===== src/core/ucrx_pkg.sv =====
// shared constants and types of the serial receive block
package ucrx_pkg;

  ////////////////////////////////////////////////////////////////////////////
  // register byte offsets
  localparam logic [4:0] OFS_STATUS_A  = 5'h00;
  localparam logic [4:0] OFS_CONTROL_B = 5'h04;
  localparam logic [4:0] OFS_CONTROL_C = 5'h08;
  localparam logic [4:0] OFS_DATA      = 5'h0c;
  localparam logic [4:0] OFS_BAUD      = 5'h10;

  ////////////////////////////////////////////////////////////////////////////
  // field positions
  localparam int STA_RXC_BIT   = 7;
  localparam int STA_FE_BIT    = 4;
  localparam int STA_DOR_BIT   = 3;
  localparam int STA_PE_BIT    = 2;
  localparam int STA_DBL_BIT   = 1;
  localparam int CTB_RECEIVE_COMPLETE_IRQ_ENABLE_BIT = 7;
  localparam int CTB_RECEIVER_ENABLE_BIT  = 4;
  localparam int CTB_SIZE2_BIT = 2;
  localparam int CTB_RX9_BIT   = 1;
  localparam int CTB_TX9_BIT   = 0;
  localparam int CTC_PM_HI_BIT = 5;
  localparam int CTC_PM_LO_BIT = 4;
  localparam int CTC_STOP_BIT  = 3;
  localparam int CTC_SIZE1_BIT = 2;
  localparam int CTC_SIZE0_BIT = 1;

  ////////////////////////////////////////////////////////////////////////////
  // reset values
  localparam logic [7:0]  RST_CONTROL_B = 8'h00;
  localparam logic [7:0]  RST_CONTROL_C = 8'h06;
  localparam logic        RST_DBL       = 1'b0;
  localparam logic [11:0] RST_BAUD      = 12'h000;

  ////////////////////////////////////////////////////////////////////////////
  // character and sampling figures
  localparam logic [2:0] SIZE_NINE         = 3'h7;
  localparam logic [3:0] LEN_NINE          = 4'h9;
  localparam logic [3:0] LEN_EIGHT         = 4'h8;
  localparam logic [3:0] LEN_BASE          = 4'h5;
  localparam logic [4:0] SAMPLES_NORMAL    = 5'h10;
  localparam logic [4:0] SAMPLES_DOUBLE    = 5'h08;
  localparam logic [4:0] VOTE_FIRST_NORMAL = 5'h08;
  localparam logic [4:0] VOTE_FIRST_DOUBLE = 5'h04;

  ////////////////////////////////////////////////////////////////////////////
  // buffer entry layout
  localparam int ENT_FE  = 9;
  localparam int ENT_DOR = 10;
  localparam int ENT_PE  = 11;
  localparam int ENT_W   = 12;
  localparam int BUF_DEPTH = 2;

  typedef enum logic [4:0] {
    RX_IDLE   = 5'b00001,
    RX_START  = 5'b00010,
    RX_DATA   = 5'b00100,
    RX_PARITY = 5'b01000,
    RX_STOP   = 5'b10000
  } ucrx_state_t;

endpackage : ucrx_pkg


===== src/core/ucrx_bit_sampler.sv =====
// per-bit sample counter with three-sample majority vote
`timescale 1ns/100ps
`default_nettype none
module ucrx_bit_sampler
  import ucrx_pkg::*;
(
  input  wire logic clk_i,       // system clock
  input  wire logic rst_i,       // synchronous reset, high
  input  wire logic tick_i,      // one sample period elapsed
  input  wire logic restart_i,   // this tick took sample 1 of a start bit
  input  wire logic double_i,    // eight samples per bit
  input  wire logic rx_i,        // receive line
  output logic      vote_valid_o, // last centre sample taken
  output logic      vote_o       // majority of the centre samples
);

  logic [4:0] cnt_ff;
  logic [1:0] smp_ff;

  wire [4:0] last_smp  = double_i ? SAMPLES_DOUBLE : SAMPLES_NORMAL;
  wire [4:0] first_smp = double_i ? VOTE_FIRST_DOUBLE : VOTE_FIRST_NORMAL;
  wire       at_first  = (cnt_ff == first_smp);
  wire       at_mid    = (cnt_ff == 5'(first_smp + 5'h01));
  wire       at_last   = (cnt_ff == 5'(first_smp + 5'h02));
  wire [4:0] nxt_cnt   = (cnt_ff == last_smp) ? 5'h01 : 5'(cnt_ff + 5'h01);

  assign vote_valid_o = tick_i & at_last & ~restart_i;
  assign vote_o       = (smp_ff[0] & smp_ff[1]) | (smp_ff[0] & rx_i) | (smp_ff[1] & rx_i);

  // cnt_ff names the sample that the next tick takes
  always_ff @(posedge clk_i)
  begin
    if (rst_i)
    begin
      cnt_ff <= 5'h01;
      smp_ff <= 2'h0;
    end
    else if (restart_i)
    begin
      cnt_ff <= 5'h02;
    end
    else if (tick_i)
    begin
      cnt_ff <= nxt_cnt;
      if (at_first)
        smp_ff[0] <= rx_i;
      if (at_mid)
        smp_ff[1] <= rx_i;
    end
  end

endmodule : ucrx_bit_sampler
`default_nettype wire


===== src/core/ucrx_fifo.sv =====
// small flip-flop fifo holding received characters with their flags
`timescale 1ns/100ps
`default_nettype none
module ucrx_fifo #(
  parameter int WIDTH = 12,
  parameter int DEPTH = 2
) (
  input  wire logic             clk_i,   // system clock
  input  wire logic             rst_i,   // synchronous reset, high
  input  wire logic             flush_i, // discard all entries
  input  wire logic             push_i,  // write one entry
  input  wire logic [WIDTH-1:0] data_i,  // entry to write
  input  wire logic             pop_i,   // drop the oldest entry
  output logic      [WIDTH-1:0] data_o,  // oldest entry
  output logic                  full_o,  // no room
  output logic                  empty_o  // nothing unread
);

  localparam int PW = (DEPTH > 1) ? $clog2(DEPTH) : 1;
  localparam int CW = $clog2(DEPTH + 1);

  logic [WIDTH-1:0] mem_ff [DEPTH];
  logic [PW-1:0]    wr_ff;
  logic [PW-1:0]    rd_ff;
  logic [CW-1:0]    cnt_ff;

  wire do_push = push_i & ~full_o;
  wire do_pop  = pop_i & ~empty_o;
  wire [PW-1:0] nxt_wr = (wr_ff == PW'(DEPTH - 1)) ? '0 : PW'(wr_ff + 1'b1);
  wire [PW-1:0] nxt_rd = (rd_ff == PW'(DEPTH - 1)) ? '0 : PW'(rd_ff + 1'b1);

  assign data_o  = mem_ff[rd_ff];
  assign full_o  = (cnt_ff == CW'(DEPTH));
  assign empty_o = (cnt_ff == '0);

  always_ff @(posedge clk_i)
  begin
    if (rst_i || flush_i)
    begin
      wr_ff  <= '0;
      rd_ff  <= '0;
      cnt_ff <= '0;
    end
    else
    begin
      if (do_push)
        wr_ff <= nxt_wr;
      if (do_pop)
        rd_ff <= nxt_rd;
      if (do_push && !do_pop)
        cnt_ff <= CW'(cnt_ff + 1'b1);
      else if (do_pop && !do_push)
        cnt_ff <= CW'(cnt_ff - 1'b1);
    end
  end

  always_ff @(posedge clk_i)
  begin
    if (do_push)
      mem_ff[wr_ff] <= data_i;
  end

endmodule : ucrx_fifo
`default_nettype wire


===== src/core/ucrx_receiver.sv =====
// serial receiver with two-entry buffer, status flags and wishbone registers
//
// Local design decisions: the Wishbone slave port and the placing of the registers.
`timescale 1ns/100ps
`default_nettype none
// Overview of operation
// nine-bit mode shows the oldest character's ninth bit in control register B
// software reads status and ninth bit before the data byte
// ninth bit and error flags are buffered with each character
// receive-complete reads one exactly while unread data is buffered
// clearing receiver enable flushes the buffer, receive-complete goes zero
// interrupt requested while enabled and flag set, gated by global enable
// handler must read data to clear the flag or interrupt repeats
// status writes never change the error flags
// software writes zero to the error flag positions
// error flags raise no interrupt
// frame error shows the first stop bit of the oldest character was zero
// overrun set when buffer full, shifter waiting and new start seen
// overrun cleared when a frame moves into the buffer
// parity error valid until read, zero when checking is off
// checking compares computed data parity with received parity bit
// disabling stops reception at once and frees the receive pin
// software empties the buffer by reading data until flag is zero
// sixteen samples per bit, eight in double speed
// start bit voted on centre samples, rejected if two are high
// each bit decided by majority of three centre samples
// only the first stop bit is used
// unused upper data bits read as zero
// lower parity mode bit zero means even, one means odd
module ucrx_receiver
  import ucrx_pkg::*;
(
  input  wire logic        clk_i,           // system clock, 20 MHz
  input  wire logic        rst_i,           // synchronous reset, high
  input  wire logic        wb_cyc_i,        // wishbone cycle
  input  wire logic        wb_stb_i,        // wishbone strobe
  input  wire logic        wb_we_i,         // wishbone write
  input  wire logic [4:0]  wb_adr_i,        // wishbone byte address
  input  wire logic [3:0]  wb_sel_i,        // wishbone byte enables
  input  wire logic [31:0] wb_dat_i,        // wishbone write data
  output logic      [31:0] wb_dat_o,        // wishbone read data
  output logic             wb_ack_o,        // wishbone acknowledge
  input  wire logic        global_irq_en_i, // global interrupt enable
  input  wire logic        serial_receive_pin_i, // receive line
  output logic             rx_pin_override_o, // receiver owns the pin
  output logic             rx_irq_o         // receive-complete interrupt
);

  ////////////////////////////////////////////////////////////////////////////
  // registers and state
  logic [7:0]        control_b_ff;
  logic [7:0]        control_c_ff;
  logic              dbl_ff;
  logic [11:0]       baud_ff;
  logic              ack_ff;
  logic [31:0]       dat_ff;
  logic              irq_ff;
  logic              override_ff;
  logic [11:0]       pre_ff;
  logic              prev_rx_ff;
  ucrx_state_t       state_ff;
  logic [3:0]        bit_cnt_ff;
  logic [8:0]        shr_ff;
  logic              par_ff;
  logic              perr_ff;
  logic              pend_valid_ff;
  logic [ENT_W-1:0]  pend_ff;
  logic              dor_wait_ff;

  ////////////////////////////////////////////////////////////////////////////
  // bus decode
  wire take    = wb_cyc_i & wb_stb_i & ~ack_ff;
  wire wr_lo   = take & wb_we_i & wb_sel_i[0];
  wire wr_hi   = take & wb_we_i & wb_sel_i[1];
  wire hit_sta = (wb_adr_i == OFS_STATUS_A);
  wire hit_ctb = (wb_adr_i == OFS_CONTROL_B);
  wire hit_ctc = (wb_adr_i == OFS_CONTROL_C);
  wire hit_dat = (wb_adr_i == OFS_DATA);
  wire hit_bd  = (wb_adr_i == OFS_BAUD);
  // popping on the take cycle: the read word is latched in the same edge
  wire pop     = take & ~wb_we_i & hit_dat;

  ////////////////////////////////////////////////////////////////////////////
  // configuration
  wire       receiver_enable      = control_b_ff[CTB_RECEIVER_ENABLE_BIT];
  wire       pm_hi     = control_c_ff[CTC_PM_HI_BIT];
  wire       pm_lo     = control_c_ff[CTC_PM_LO_BIT];
  wire [2:0] size_code = {control_b_ff[CTB_SIZE2_BIT], control_c_ff[CTC_SIZE1_BIT], control_c_ff[CTC_SIZE0_BIT]};
  // reserved size codes fall back to eight bits
  wire [3:0] char_len  = (size_code == SIZE_NINE) ? LEN_NINE :
                         size_code[2] ? LEN_EIGHT : 4'(LEN_BASE + {2'h0, size_code[1:0]});

  ////////////////////////////////////////////////////////////////////////////
  // buffer
  logic [ENT_W-1:0] head;
  logic             buf_full;
  logic             buf_empty;
  logic [ENT_W-1:0] push_data;

  wire receive_complete_flag = ~buf_empty;

  ////////////////////////////////////////////////////////////////////////////
  // sample clock and edge detection
  wire tick = receiver_enable & (pre_ff == 12'h000);
  wire fall = tick & prev_rx_ff & ~serial_receive_pin_i;
  wire st_idle  = (state_ff == RX_IDLE);
  wire restart  = st_idle & fall;
  logic vote_valid;
  logic vote;

  ucrx_bit_sampler u_sampler (
    .clk_i        (clk_i),
    .rst_i        (rst_i),
    .tick_i       (tick),
    .restart_i    (restart),
    .double_i     (dbl_ff),
    .rx_i         (serial_receive_pin_i),
    .vote_valid_o (vote_valid),
    .vote_o       (vote)
  );

  ////////////////////////////////////////////////////////////////////////////
  // frame assembly
  wire        stop_done  = (state_ff == RX_STOP) & vote_valid;
  wire [8:0]  aligned    = shr_ff >> (4'h9 - char_len);
  wire        fe_now     = ~vote;
  wire [ENT_W-1:0] new_ent = {perr_ff, 1'b0, fe_now, aligned};
  wire        push_pend  = pend_valid_ff & ~buf_full;
  wire        push_new   = stop_done & ~buf_full & ~pend_valid_ff;
  wire        load_pend  = stop_done & (buf_full | pend_valid_ff);
  wire        push       = push_pend | push_new;
  wire        overrun    = restart & pend_valid_ff & buf_full;
  wire        last_data  = (bit_cnt_ff == 4'(char_len - 4'h1));

  always_comb
  begin
    push_data          = push_pend ? pend_ff : new_ent;
    push_data[ENT_DOR] = dor_wait_ff;
  end

  ucrx_fifo #(
    .WIDTH (ENT_W),
    .DEPTH (BUF_DEPTH)
  ) u_buf (
    .clk_i   (clk_i),
    .rst_i   (rst_i),
    .flush_i (~receiver_enable),
    .push_i  (push),
    .data_i  (push_data),
    .pop_i   (pop),
    .data_o  (head),
    .full_o  (buf_full),
    .empty_o (buf_empty)
  );

  ////////////////////////////////////////////////////////////////////////////
  // read mux
  wire fe_rd  = receive_complete_flag & head[ENT_FE];
  wire dor_rd = receive_complete_flag & head[ENT_DOR];
  wire pe_rd  = receive_complete_flag & head[ENT_PE] & pm_hi;
  wire [7:0] sta_rd = {receive_complete_flag, 2'h0, fe_rd, dor_rd, pe_rd, dbl_ff, 1'b0};
  wire [7:0] ctb_rd = {control_b_ff[7:2], receive_complete_flag & head[8], control_b_ff[CTB_TX9_BIT]};
  wire [7:0] dat_rd = receive_complete_flag ? head[7:0] : 8'h00;
  wire [31:0] rd_word = hit_sta ? {24'h000000, sta_rd} :
                        hit_ctb ? {24'h000000, ctb_rd} :
                        hit_ctc ? {24'h000000, control_c_ff} :
                        hit_dat ? {24'h000000, dat_rd} :
                        hit_bd  ? {20'h00000, baud_ff} : 32'h00000000;

  ////////////////////////////////////////////////////////////////////////////
  // bus registers
  always_ff @(posedge clk_i)
  begin
    if (rst_i)
    begin
      ack_ff <= 1'b0;
      dat_ff <= 32'h00000000;
    end
    else
    begin
      ack_ff <= take;
      if (take && !wb_we_i)
        dat_ff <= rd_word;
    end
  end

  // only the speed bit of the status register is writable
  always_ff @(posedge clk_i)
  begin
    if (rst_i)
      dbl_ff <= RST_DBL;
    else if (wr_lo && hit_sta)
      dbl_ff <= wb_dat_i[STA_DBL_BIT];
  end

  always_ff @(posedge clk_i)
  begin
    if (rst_i)
    begin
      control_b_ff <= RST_CONTROL_B;
      control_c_ff <= RST_CONTROL_C;
    end
    else
    begin
      if (wr_lo && hit_ctb)
        control_b_ff <= wb_dat_i[7:0] & ~(8'h01 << CTB_RX9_BIT);
      if (wr_lo && hit_ctc)
        control_c_ff <= wb_dat_i[7:0];
    end
  end

  always_ff @(posedge clk_i)
  begin
    if (rst_i)
      baud_ff <= RST_BAUD;
    else
    begin
      if (wr_lo && hit_bd)
        baud_ff[7:0] <= wb_dat_i[7:0];
      if (wr_hi && hit_bd)
        baud_ff[11:8] <= wb_dat_i[11:8];
    end
  end

  ////////////////////////////////////////////////////////////////////////////
  // outputs
  // error flags take no part in the request
  always_ff @(posedge clk_i)
  begin
    if (rst_i)
    begin
      irq_ff      <= 1'b0;
      override_ff <= 1'b0;
    end
    else
    begin
      irq_ff      <= control_b_ff[CTB_RECEIVE_COMPLETE_IRQ_ENABLE_BIT] & receive_complete_flag & global_irq_en_i;
      override_ff <= receiver_enable;
    end
  end

  assign wb_ack_o          = ack_ff;
  assign wb_dat_o          = dat_ff;
  assign rx_irq_o          = irq_ff;
  assign rx_pin_override_o = override_ff;

  ////////////////////////////////////////////////////////////////////////////
  // sample prescaler
  always_ff @(posedge clk_i)
  begin
    if (rst_i || !receiver_enable)
    begin
      pre_ff     <= 12'h000;
      prev_rx_ff <= 1'b1;
    end
    else if (tick)
    begin
      pre_ff     <= baud_ff;
      prev_rx_ff <= serial_receive_pin_i;
    end
    else
      pre_ff <= 12'(pre_ff - 12'h001);
  end

  ////////////////////////////////////////////////////////////////////////////
  // frame state machine; disable abandons the frame in the next cycle
  always_ff @(posedge clk_i)
  begin
    if (rst_i || !receiver_enable)
    begin
      state_ff   <= RX_IDLE;
      bit_cnt_ff <= 4'h0;
      shr_ff     <= 9'h000;
      par_ff     <= 1'b0;
      perr_ff    <= 1'b0;
    end
    else
    begin
      unique case (state_ff)
        RX_IDLE:
        begin
          if (restart)
            state_ff <= RX_START;
        end
        RX_START:
        begin
          if (vote_valid)
          begin
            state_ff   <= vote ? RX_IDLE : RX_DATA;
            bit_cnt_ff <= 4'h0;
            shr_ff     <= 9'h000;
            par_ff     <= 1'b0;
            perr_ff    <= 1'b0;
          end
        end
        RX_DATA:
        begin
          if (vote_valid)
          begin
            shr_ff     <= {vote, shr_ff[8:1]};
            par_ff     <= par_ff ^ vote;
            bit_cnt_ff <= 4'(bit_cnt_ff + 4'h1);
            if (last_data)
              state_ff <= pm_hi ? RX_PARITY : RX_STOP;
          end
        end
        RX_PARITY:
        begin
          if (vote_valid)
          begin
            perr_ff  <= par_ff ^ vote ^ pm_lo;
            state_ff <= RX_STOP;
          end
        end
        RX_STOP:
        begin
          if (vote_valid)
            state_ff <= RX_IDLE;
        end
      endcase
    end
  end

  ////////////////////////////////////////////////////////////////////////////
  // shift-register holding stage and overrun
  always_ff @(posedge clk_i)
  begin
    if (rst_i || !receiver_enable)
    begin
      pend_valid_ff <= 1'b0;
      pend_ff       <= '0;
      dor_wait_ff   <= 1'b0;
    end
    else
    begin
      if (load_pend)
      begin
        pend_valid_ff <= 1'b1;
        pend_ff       <= new_ent;
      end
      else if (push_pend || overrun)
        pend_valid_ff <= 1'b0;
      // set wins over clear; both cannot meet since overrun needs a full buffer
      if (overrun)
        dor_wait_ff <= 1'b1;
      else if (push)
        dor_wait_ff <= 1'b0;
    end
  end

endmodule : ucrx_receiver
`default_nettype wire


===== config.mk =====
export PLATFORM = sky130hd
export DESIGN_NAME = ucrx_receiver
export DESIGN_NICKNAME = d
export VERILOG_FILES = /design/src/core/ucrx_pkg.sv /design/src/core/ucrx_bit_sampler.sv /design/src/core/ucrx_fifo.sv /design/src/core/ucrx_receiver.sv
export SDC_FILE = /design/constraint.sdc
export NUM_CORES = 1
export LEC_CHECK = 0
export BUFFER_PORTS_ARGS = -buffer_cell sky130_fd_sc_hd__buf_2
export CORE_MARGIN = 2
export CORE_UTILIZATION = 55
export DETAILED_ROUTE_END_ITERATION = 7
export MAX_ROUTING_LAYER = met4
export PLACE_DENSITY = 0.77
export SKIP_CTS_REPAIR_TIMING = 1
export SYNTH_ARGS = -nofsm -noshare
export SYNTH_HDL_FRONTEND = slang
export SYNTH_SLANG_ARGS = --single-unit

===== constraint.sdc =====
create_clock -name clk_i -period 3.3 [get_ports clk_i]
set_input_delay 0.33 -clock clk_i [delete_from_list [all_inputs] [get_ports clk_i]]
set_output_delay 0.33 -clock clk_i [all_outputs]
set_load 0.01 [all_outputs]

After elaboration in Yosys (flattened, before gate mapping)
Memory sizes are Yosys's and may differ from the RTL's. A register that Yosys moved wholly into a read port is not among the register bits. Index checks and enable logic that the tools add are counted.

Register bits after elaboration: 120. Bits in writable memories: 24. Output and inout bits: 35. Word-level logic and storage cells: 186. Memories: 1.

Memories: u_buf.mem_ff (depth 2, bits a word 12, rd ports 1, clocked after Yosys merged registers in 1, write ports 1, line ucrx_fifo.sv:22) `logic [WIDTH-1:0] mem_ff [DEPTH];`.

$add $sub $neg: 12. Equal/unequal tests: 22. Shift operators: 1. Mux-type cells: 47. Bitwise operators: 47. Reduce and logical (&&, ||, !) cells: 30.

Operators with widths (count): 12-bit two-way mux (7); 5-bit two-way mux (9); 1-bit bitwise AND (32); 5-bit one-hot mux with 5 select lines (1); 4-bit two-way mux (5); 9-bit two-way mux (2); 9-bit one-hot mux with 2 select lines (1); 5-bit by 4-bit equality test with 1-bit output, second input constant (3); 5-bit equality test (3); 1-bit two-way mux (13); 12-bit logical NOT (1); 3-bit AND reduction (4); 2-bit nonzero test (6); 12-bit by 1-bit subtractor with 12-bit output, second input constant (1); 5-bit by 1-bit adder with 5-bit output, second input constant (2); 5-bit by 3-bit equality test with 1-bit output, second input constant (2); 5-bit equality test, second input constant (2); 2-bit inequality test, second input constant (5); 1-bit NOT (9); 9-bit by 4-bit >> shifter with 9-bit output (1); 1-bit logical AND (8); 2-bit two-way mux (4); 8-bit two-way mux (1); 4-bit one-hot mux with 2 select lines (1); 25 further kinds (36).

Longest topological paths before layout
Depth in word-level cells: 16. Gate-level depth with buffers: 12. Gate-level depth less buffers: 11.

Hierarchy
From an unflattened synthesis, not the netlist that was laid out.

Cell total of the unflattened synthesis: 692. Area, all modules: 6306.0 µm².

Modules (own cells, without submodules): ucrx_receiver (instances 1, cells each 579, area each 4728.3 µm²); ucrx_fifo (instances 1, cells each 63, area each 1084.8 µm²); ucrx_bit_sampler (instances 1, cells each 50, area each 493.0 µm²).

Least setup slack after synthesis
No wires, ideal clock.

Path kind: reg-to-reg. Start: register pre_ff[0]. End: memory u_buf.mem_ff[0][0] (enable). Arrival: 2046 ps. Required time: 2918 ps. Path slack: 872 ps. Cell stages (with the launch flop): 9. Buffers on the path: 0. Cell sequence: dfxtp_1 > inv_1 > ha_1 > nand2_1 > nor4_2 > nand4_4 > nor2_1 > o21a_1 > nor2b_1.

Cells in the longest elaborated chain, start to end: 14. Elaborated cells on any way between the ends: 15. Classes of those cells: 2 x mux; 12 x bitwise; 1 x reduce/logical.

Ends and longest elaborated chain: start: declaration (line ucrx_receiver.sv:59) `logic [11:0] pre_ff;`; start signal: assignment (line ucrx_receiver.sv:258) `pre_ff <= baud_ff;`; start signal: assignment (line ucrx_receiver.sv:262) `pre_ff <= 12'(pre_ff - 12'h001);`; 12-bit logical NOT * (line ucrx_receiver.sv:104) `wire tick = receiver_enable & (pre_ff == 12'h000);`; 1-bit bitwise AND * (line ucrx_receiver.sv:104); 1-bit bitwise AND (2 in a row) (line ucrx_receiver.sv:105) `wire fall = tick & prev_rx_ff & ~serial_receive_pin_i;`; 1-bit bitwise AND (line ucrx_receiver.sv:107) `wire restart = st_idle & fall;`; 1-bit NOT (no line); 1-bit bitwise AND * (line ucrx_bit_sampler.sv:27) `assign vote_valid_o = tick_i & at_last & ~restart_i;`; 1-bit bitwise AND * (line ucrx_receiver.sv:124) `wire stop_done = (state_ff == RX_STOP) & vote_valid;`; 1-bit bitwise AND * (2 in a row) (line ucrx_receiver.sv:129) `wire push_new = stop_done & ~buf_full & ~pend_valid_ff;`; 1-bit OR * (line ucrx_receiver.sv:131) `wire push = push_pend | push_new;`; 1-bit bitwise AND * (line ucrx_fifo.sv:27) `wire do_push = push_i & ~full_o;`; net u_buf.do_push (line ucrx_fifo.sv:27); 1-bit two-way mux * (line ucrx_fifo.sv:59) `if (do_push)`; 1-bit two-way mux (not written as such) * (line ucrx_fifo.sv:60) `mem_ff[wr_ff] <= data_i;`; end: declaration (line ucrx_fifo.sv:22).

Mark *: on every way through the listed nets, which the timed path passes. The rest lies on a longest branch.

Worst setup path in the final report
Start: register control_c_ff[1]. End: register state_ff[3].

Cells in the longest elaborated chain, start to end: 7. Elaborated cells on any way between the ends: 8. Classes of those cells: 2 x add/sub; 3 x eq/ne; 2 x mux; 1 x reduce/logical.

Ends and longest elaborated chain: start: declaration (line ucrx_receiver.sv:52) `logic [7:0] control_c_ff;`; start signal: assignment (line ucrx_receiver.sv:208) `control_c_ff <= wb_dat_i[7:0];`; 3-bit by 2-bit adder with 4-bit output (line ucrx_receiver.sv:91) `size_code[2] ? LEN_EIGHT : 4'(LEN_BASE + {2'h0, size_code[1:0]});`; 4-bit two-way mux (line ucrx_receiver.sv:91); 4-bit two-way mux * (line ucrx_receiver.sv:90) `wire [3:0] char_len = (size_code == SIZE_NINE) ? LEN_NINE :`; 4-bit by 1-bit subtractor with 4-bit output * (line ucrx_receiver.sv:133) `wire last_data = (bit_cnt_ff == 4'(char_len - 4'h1));`; 4-bit equality test * (line ucrx_receiver.sv:133); 2-bit inequality test (no line) *; 6-bit AND reduction (no line) *; end signal: assignment (line ucrx_receiver.sv:289) `state_ff <= vote ? RX_IDLE : RX_DATA;`; end signal: assignment (line ucrx_receiver.sv:304) `state_ff <= pm_hi ? RX_PARITY : RX_STOP;`; end: declaration (line ucrx_receiver.sv:61) `ucrx_state_t state_ff;`.

Mark *: on every way between the ends. The rest lies on a longest branch, timed or not. A chain may end at the register's enable or synchronous reset.

==> key figures <==
Outcome
  • Status: finished, final reports clean

Clock network
  • CTS Buf Count: 17
  • Worst skew pair latency: 0.52 ns
  • Longest Clk Path Bufs: 2
  • CTS tree: done
  • Clk slew on worst S/H paths: around 0.060 ns
  • Root Driver: clkbuf_8
  • H-tree Lvls: 4
  • TritonCTS sink count: 125

Yosys
  • Ys flop type: dfxtp_1
  • Sequential-to-total area share from yosys stat: 0.449
  • Synth area leaders: dfxtp_1, edfxtp_1, nor2_1
  • Synth warnings: 0
  • Ys async rst share: 0
  • Netlist cell types: 64
  • Synth top area share: 0.331
  • Mapped Area: ~6100 um2
  • Count leader, synth: dfxtp_1
  • Yosys reg bits: approximately 130
  • Dominant cell type by area after synthesis: dfxtp_1
  • Syn Area/Cell: 9.13 um2
  • Post-synth top cells: dfxtp_1, nor2_1, nand2_1, a21oi_1, nand3_1
  • Post-synth EDFFs: 24
  • Cells after synthesis: ~670

Critical path
  • Worst EP arrival: ~3.1 ns
  • Max FO, Critical Path: 8
  • CP required: 3.73 ns
  • Crit path from: control_c_ff[1]$_SDFFE_PP1P_
  • R2R Path Start: control_c_ff[1]$_SDFFE_PP1P_
  • Setup crit end kind: flip-flop
  • CP startpoint kind: flip-flop
  • Worst R2R Setup Slack: slightly above 0.6 ns
  • Worst Path Class, Setup: reg -> reg

Placement
  • Worst Setup Slack post-DPL: approximately 0.63 ns
  • Detail Placement HPWL: 9.75 mm
  • Cell Area, Placed: 6370 um2
  • RD Place Congestion: 0.889
  • Inst Count DP: roughly 830
  • IO buf count: 40

Worst hold path
  • Min-delay src: wb_dat_i[8]
  • HP Class: in -> reg

Timing
  • Clk_skew: approximately 0.0093 ns
  • Fin crit period: 2.68 ns
  • WHS: ~0.047 ns
  • Endpoints failing hold: 0
  • Slew headroom: 0.474
  • Crit share post-route: 0.813
  • # setup viols final: 0
  • Tightest Pin Transition: approximately 0.8 ns
  • Fin worst setup slack: around 0.62 ns
  • FMAX: 0.373 GHz
  • Setup TNS: 0 ns
  • RSZ-0062 raised after global routing: false
  • Max Slew Vio Count: 0

GRT
  • Largest net degree at the start of global routing: 48
  • Vias in the first global route: ~4.5k
  • All-Layer GR Usage: 0.246
  • First-pass GRT wire length: 22.2 mm
  • Aggregate global routing overflow: 0
  • Initial antenna violation count: 0

Power
  • Design Power: between 3 and 4 mW
  • Worst vdd ir: 0.330 mV
  • PwrDens: roughly 480 nW/um2
  • LEAKAGE: approximately 2.7 nW

Detailed routing
  • DRT Wirelength: about 14 mm
  • DRT iter0 DRCs: between 300 and 400
  • Average wire per standard cell: 16.0 um
  • DRC errors left: 0
  • Vias per Instance: 5.89
  • Drt first pass iters: 5
  • Post-route ant nets: 0
  • Vias: just over 5k

Cells and area
  • Layout area overhead: 12.9%
  • Util after Layout: 0.636
  • Final non-filler cell area: between 6000 and 7000 um2
  • Fillers: ~900
  • Diode count: 0
  • NumNets Final: around 770
  • Share of cells above drive strength 1: 0.146
  • Finished Layout Cells: between 800 and 900

Floorplan
  • Core ar.: 10800 um2
  • Die height: 109 um
  • Initial core utilization: 0.563
  • Die width: 109 um
  • Row count: 38
  • Die Area: roughly 12000 um2
  • Number of primary I/O pins: 83

Job
  • Max-cap check violation count: 0
## layout by cell type (no fill, tap or decap), types with 17 or more instances in the layout
master	synthesis	layout
dfxtp_1	101	101
nor2_1	87	87
buf_2	3	40
mux2i_1	29	29
nand2_1	73	73
a22oi_1	17	17
a21oi_1	48	48
conb_1	1	20
edfxtp_1	24	24
nand3_1	35	35
## critical path, stage by stage, from the launching register on
cell	delay, ns
dfxtp_1	0.39
ha_1	0.22
nand2b_1	0.12
and2_1	0.35
inv_2	0.17
ha_1	0.25
xnor2_1	0.17
xnor2_1	0.14
nand2_1	0.07
nor4_1	0.16
o21ai_0	0.25
o31ai_1	0.30
## report_power, final
group,switching (mW),total (mW),leakage (nW),internal [mW]
combinational,0.0540,0.0781,1.40,0.0242
sequential,0.00179,1.55,1.07,1.55
clock,0.659,1.65,0.242,0.987
total,0.714,3.28,2.72,2.56
## final cells by class
class / instances / area [um2] / share of cell area
multi-input cells: 500 / 3120 / 0.452
flip-flops and latches: 125 / 2740 / 0.398
clock buffers: 20 / 425 / 0.0617
repair buffers: 52 / 290 / 0.0421
well taps: 140 / 175 / 0.0254
clock inverters: 12 / 98.8 / 0.0143
inverters: 12 / 45.0 / 0.00653
## flip-flops by register name, summed over array words and instances (netlist names), named ones only
name               flops
baud_ff               12
bit_cnt_ff             4
control_b_ff           7
control_c_ff           8
dbl_ff                 1
dor_wait_ff            1
par_ff                 1
pend_ff               11
pend_valid_ff          1
perr_ff                1
pre_ff                12
prev_rx_ff             1
rx_irq_o               1
rx_pin_override_o      1
shr_ff                 9
state_ff               5
u_buf.cnt_ff           2
u_buf.mem_ff          24
u_buf.rd_ff            1
u_buf.wr_ff            1
u_sampler.cnt_ff       5
u_sampler.smp_ff       2
wb_ack_o               1
wb_dat_o              12
## per-layer routing
layer	part of all wire	up-vias	global-route usage	wire (um)
met4	0.018	0	0.0922	244
li1	-	2461	-	-
met3	0.055	18	0.0451	753
met5	0	-	-	0
met2	0.48	175	0.392	6670
met1	0.44	2419	0.313	6120
## cells by family (layout without fill, tap and decap cells)
| logic type | after synthesis | in the layout | share of synthesized area |
|---|---|---|---|
| and+or+nand+nor | 272 | 272 | 0.219 |
| AOI/OAI and AO/OA | 133 | 133 | 0.145 |
| DFF | 125 | 125 | 0.449 |
| buffers and inverters | 63 | 96 | 0.0523 |
| muxes | 40 | 40 | 0.0752 |
| xor gates and xnor gates | 21 | 21 | 0.0301 |
| adders and majority gates | 14 | 14 | 0.0283 |
| other | 1 | 20 | 0.000614 |
## worst paths after layout
kind | end | cells after the start
worst min-delay path | baud_ff[8]$_SDFFE_PP0P_ | 3
worst max-delay path | state_ff[3]$_SDFFE_PP0P_ | 11
worst min register to register | wb_dat_o[0]$_SDFFE_PP0P_ | 2
worst max register to register | state_ff[3]$_SDFFE_PP0P_ | 11
(Power assumes the default switching activity.)
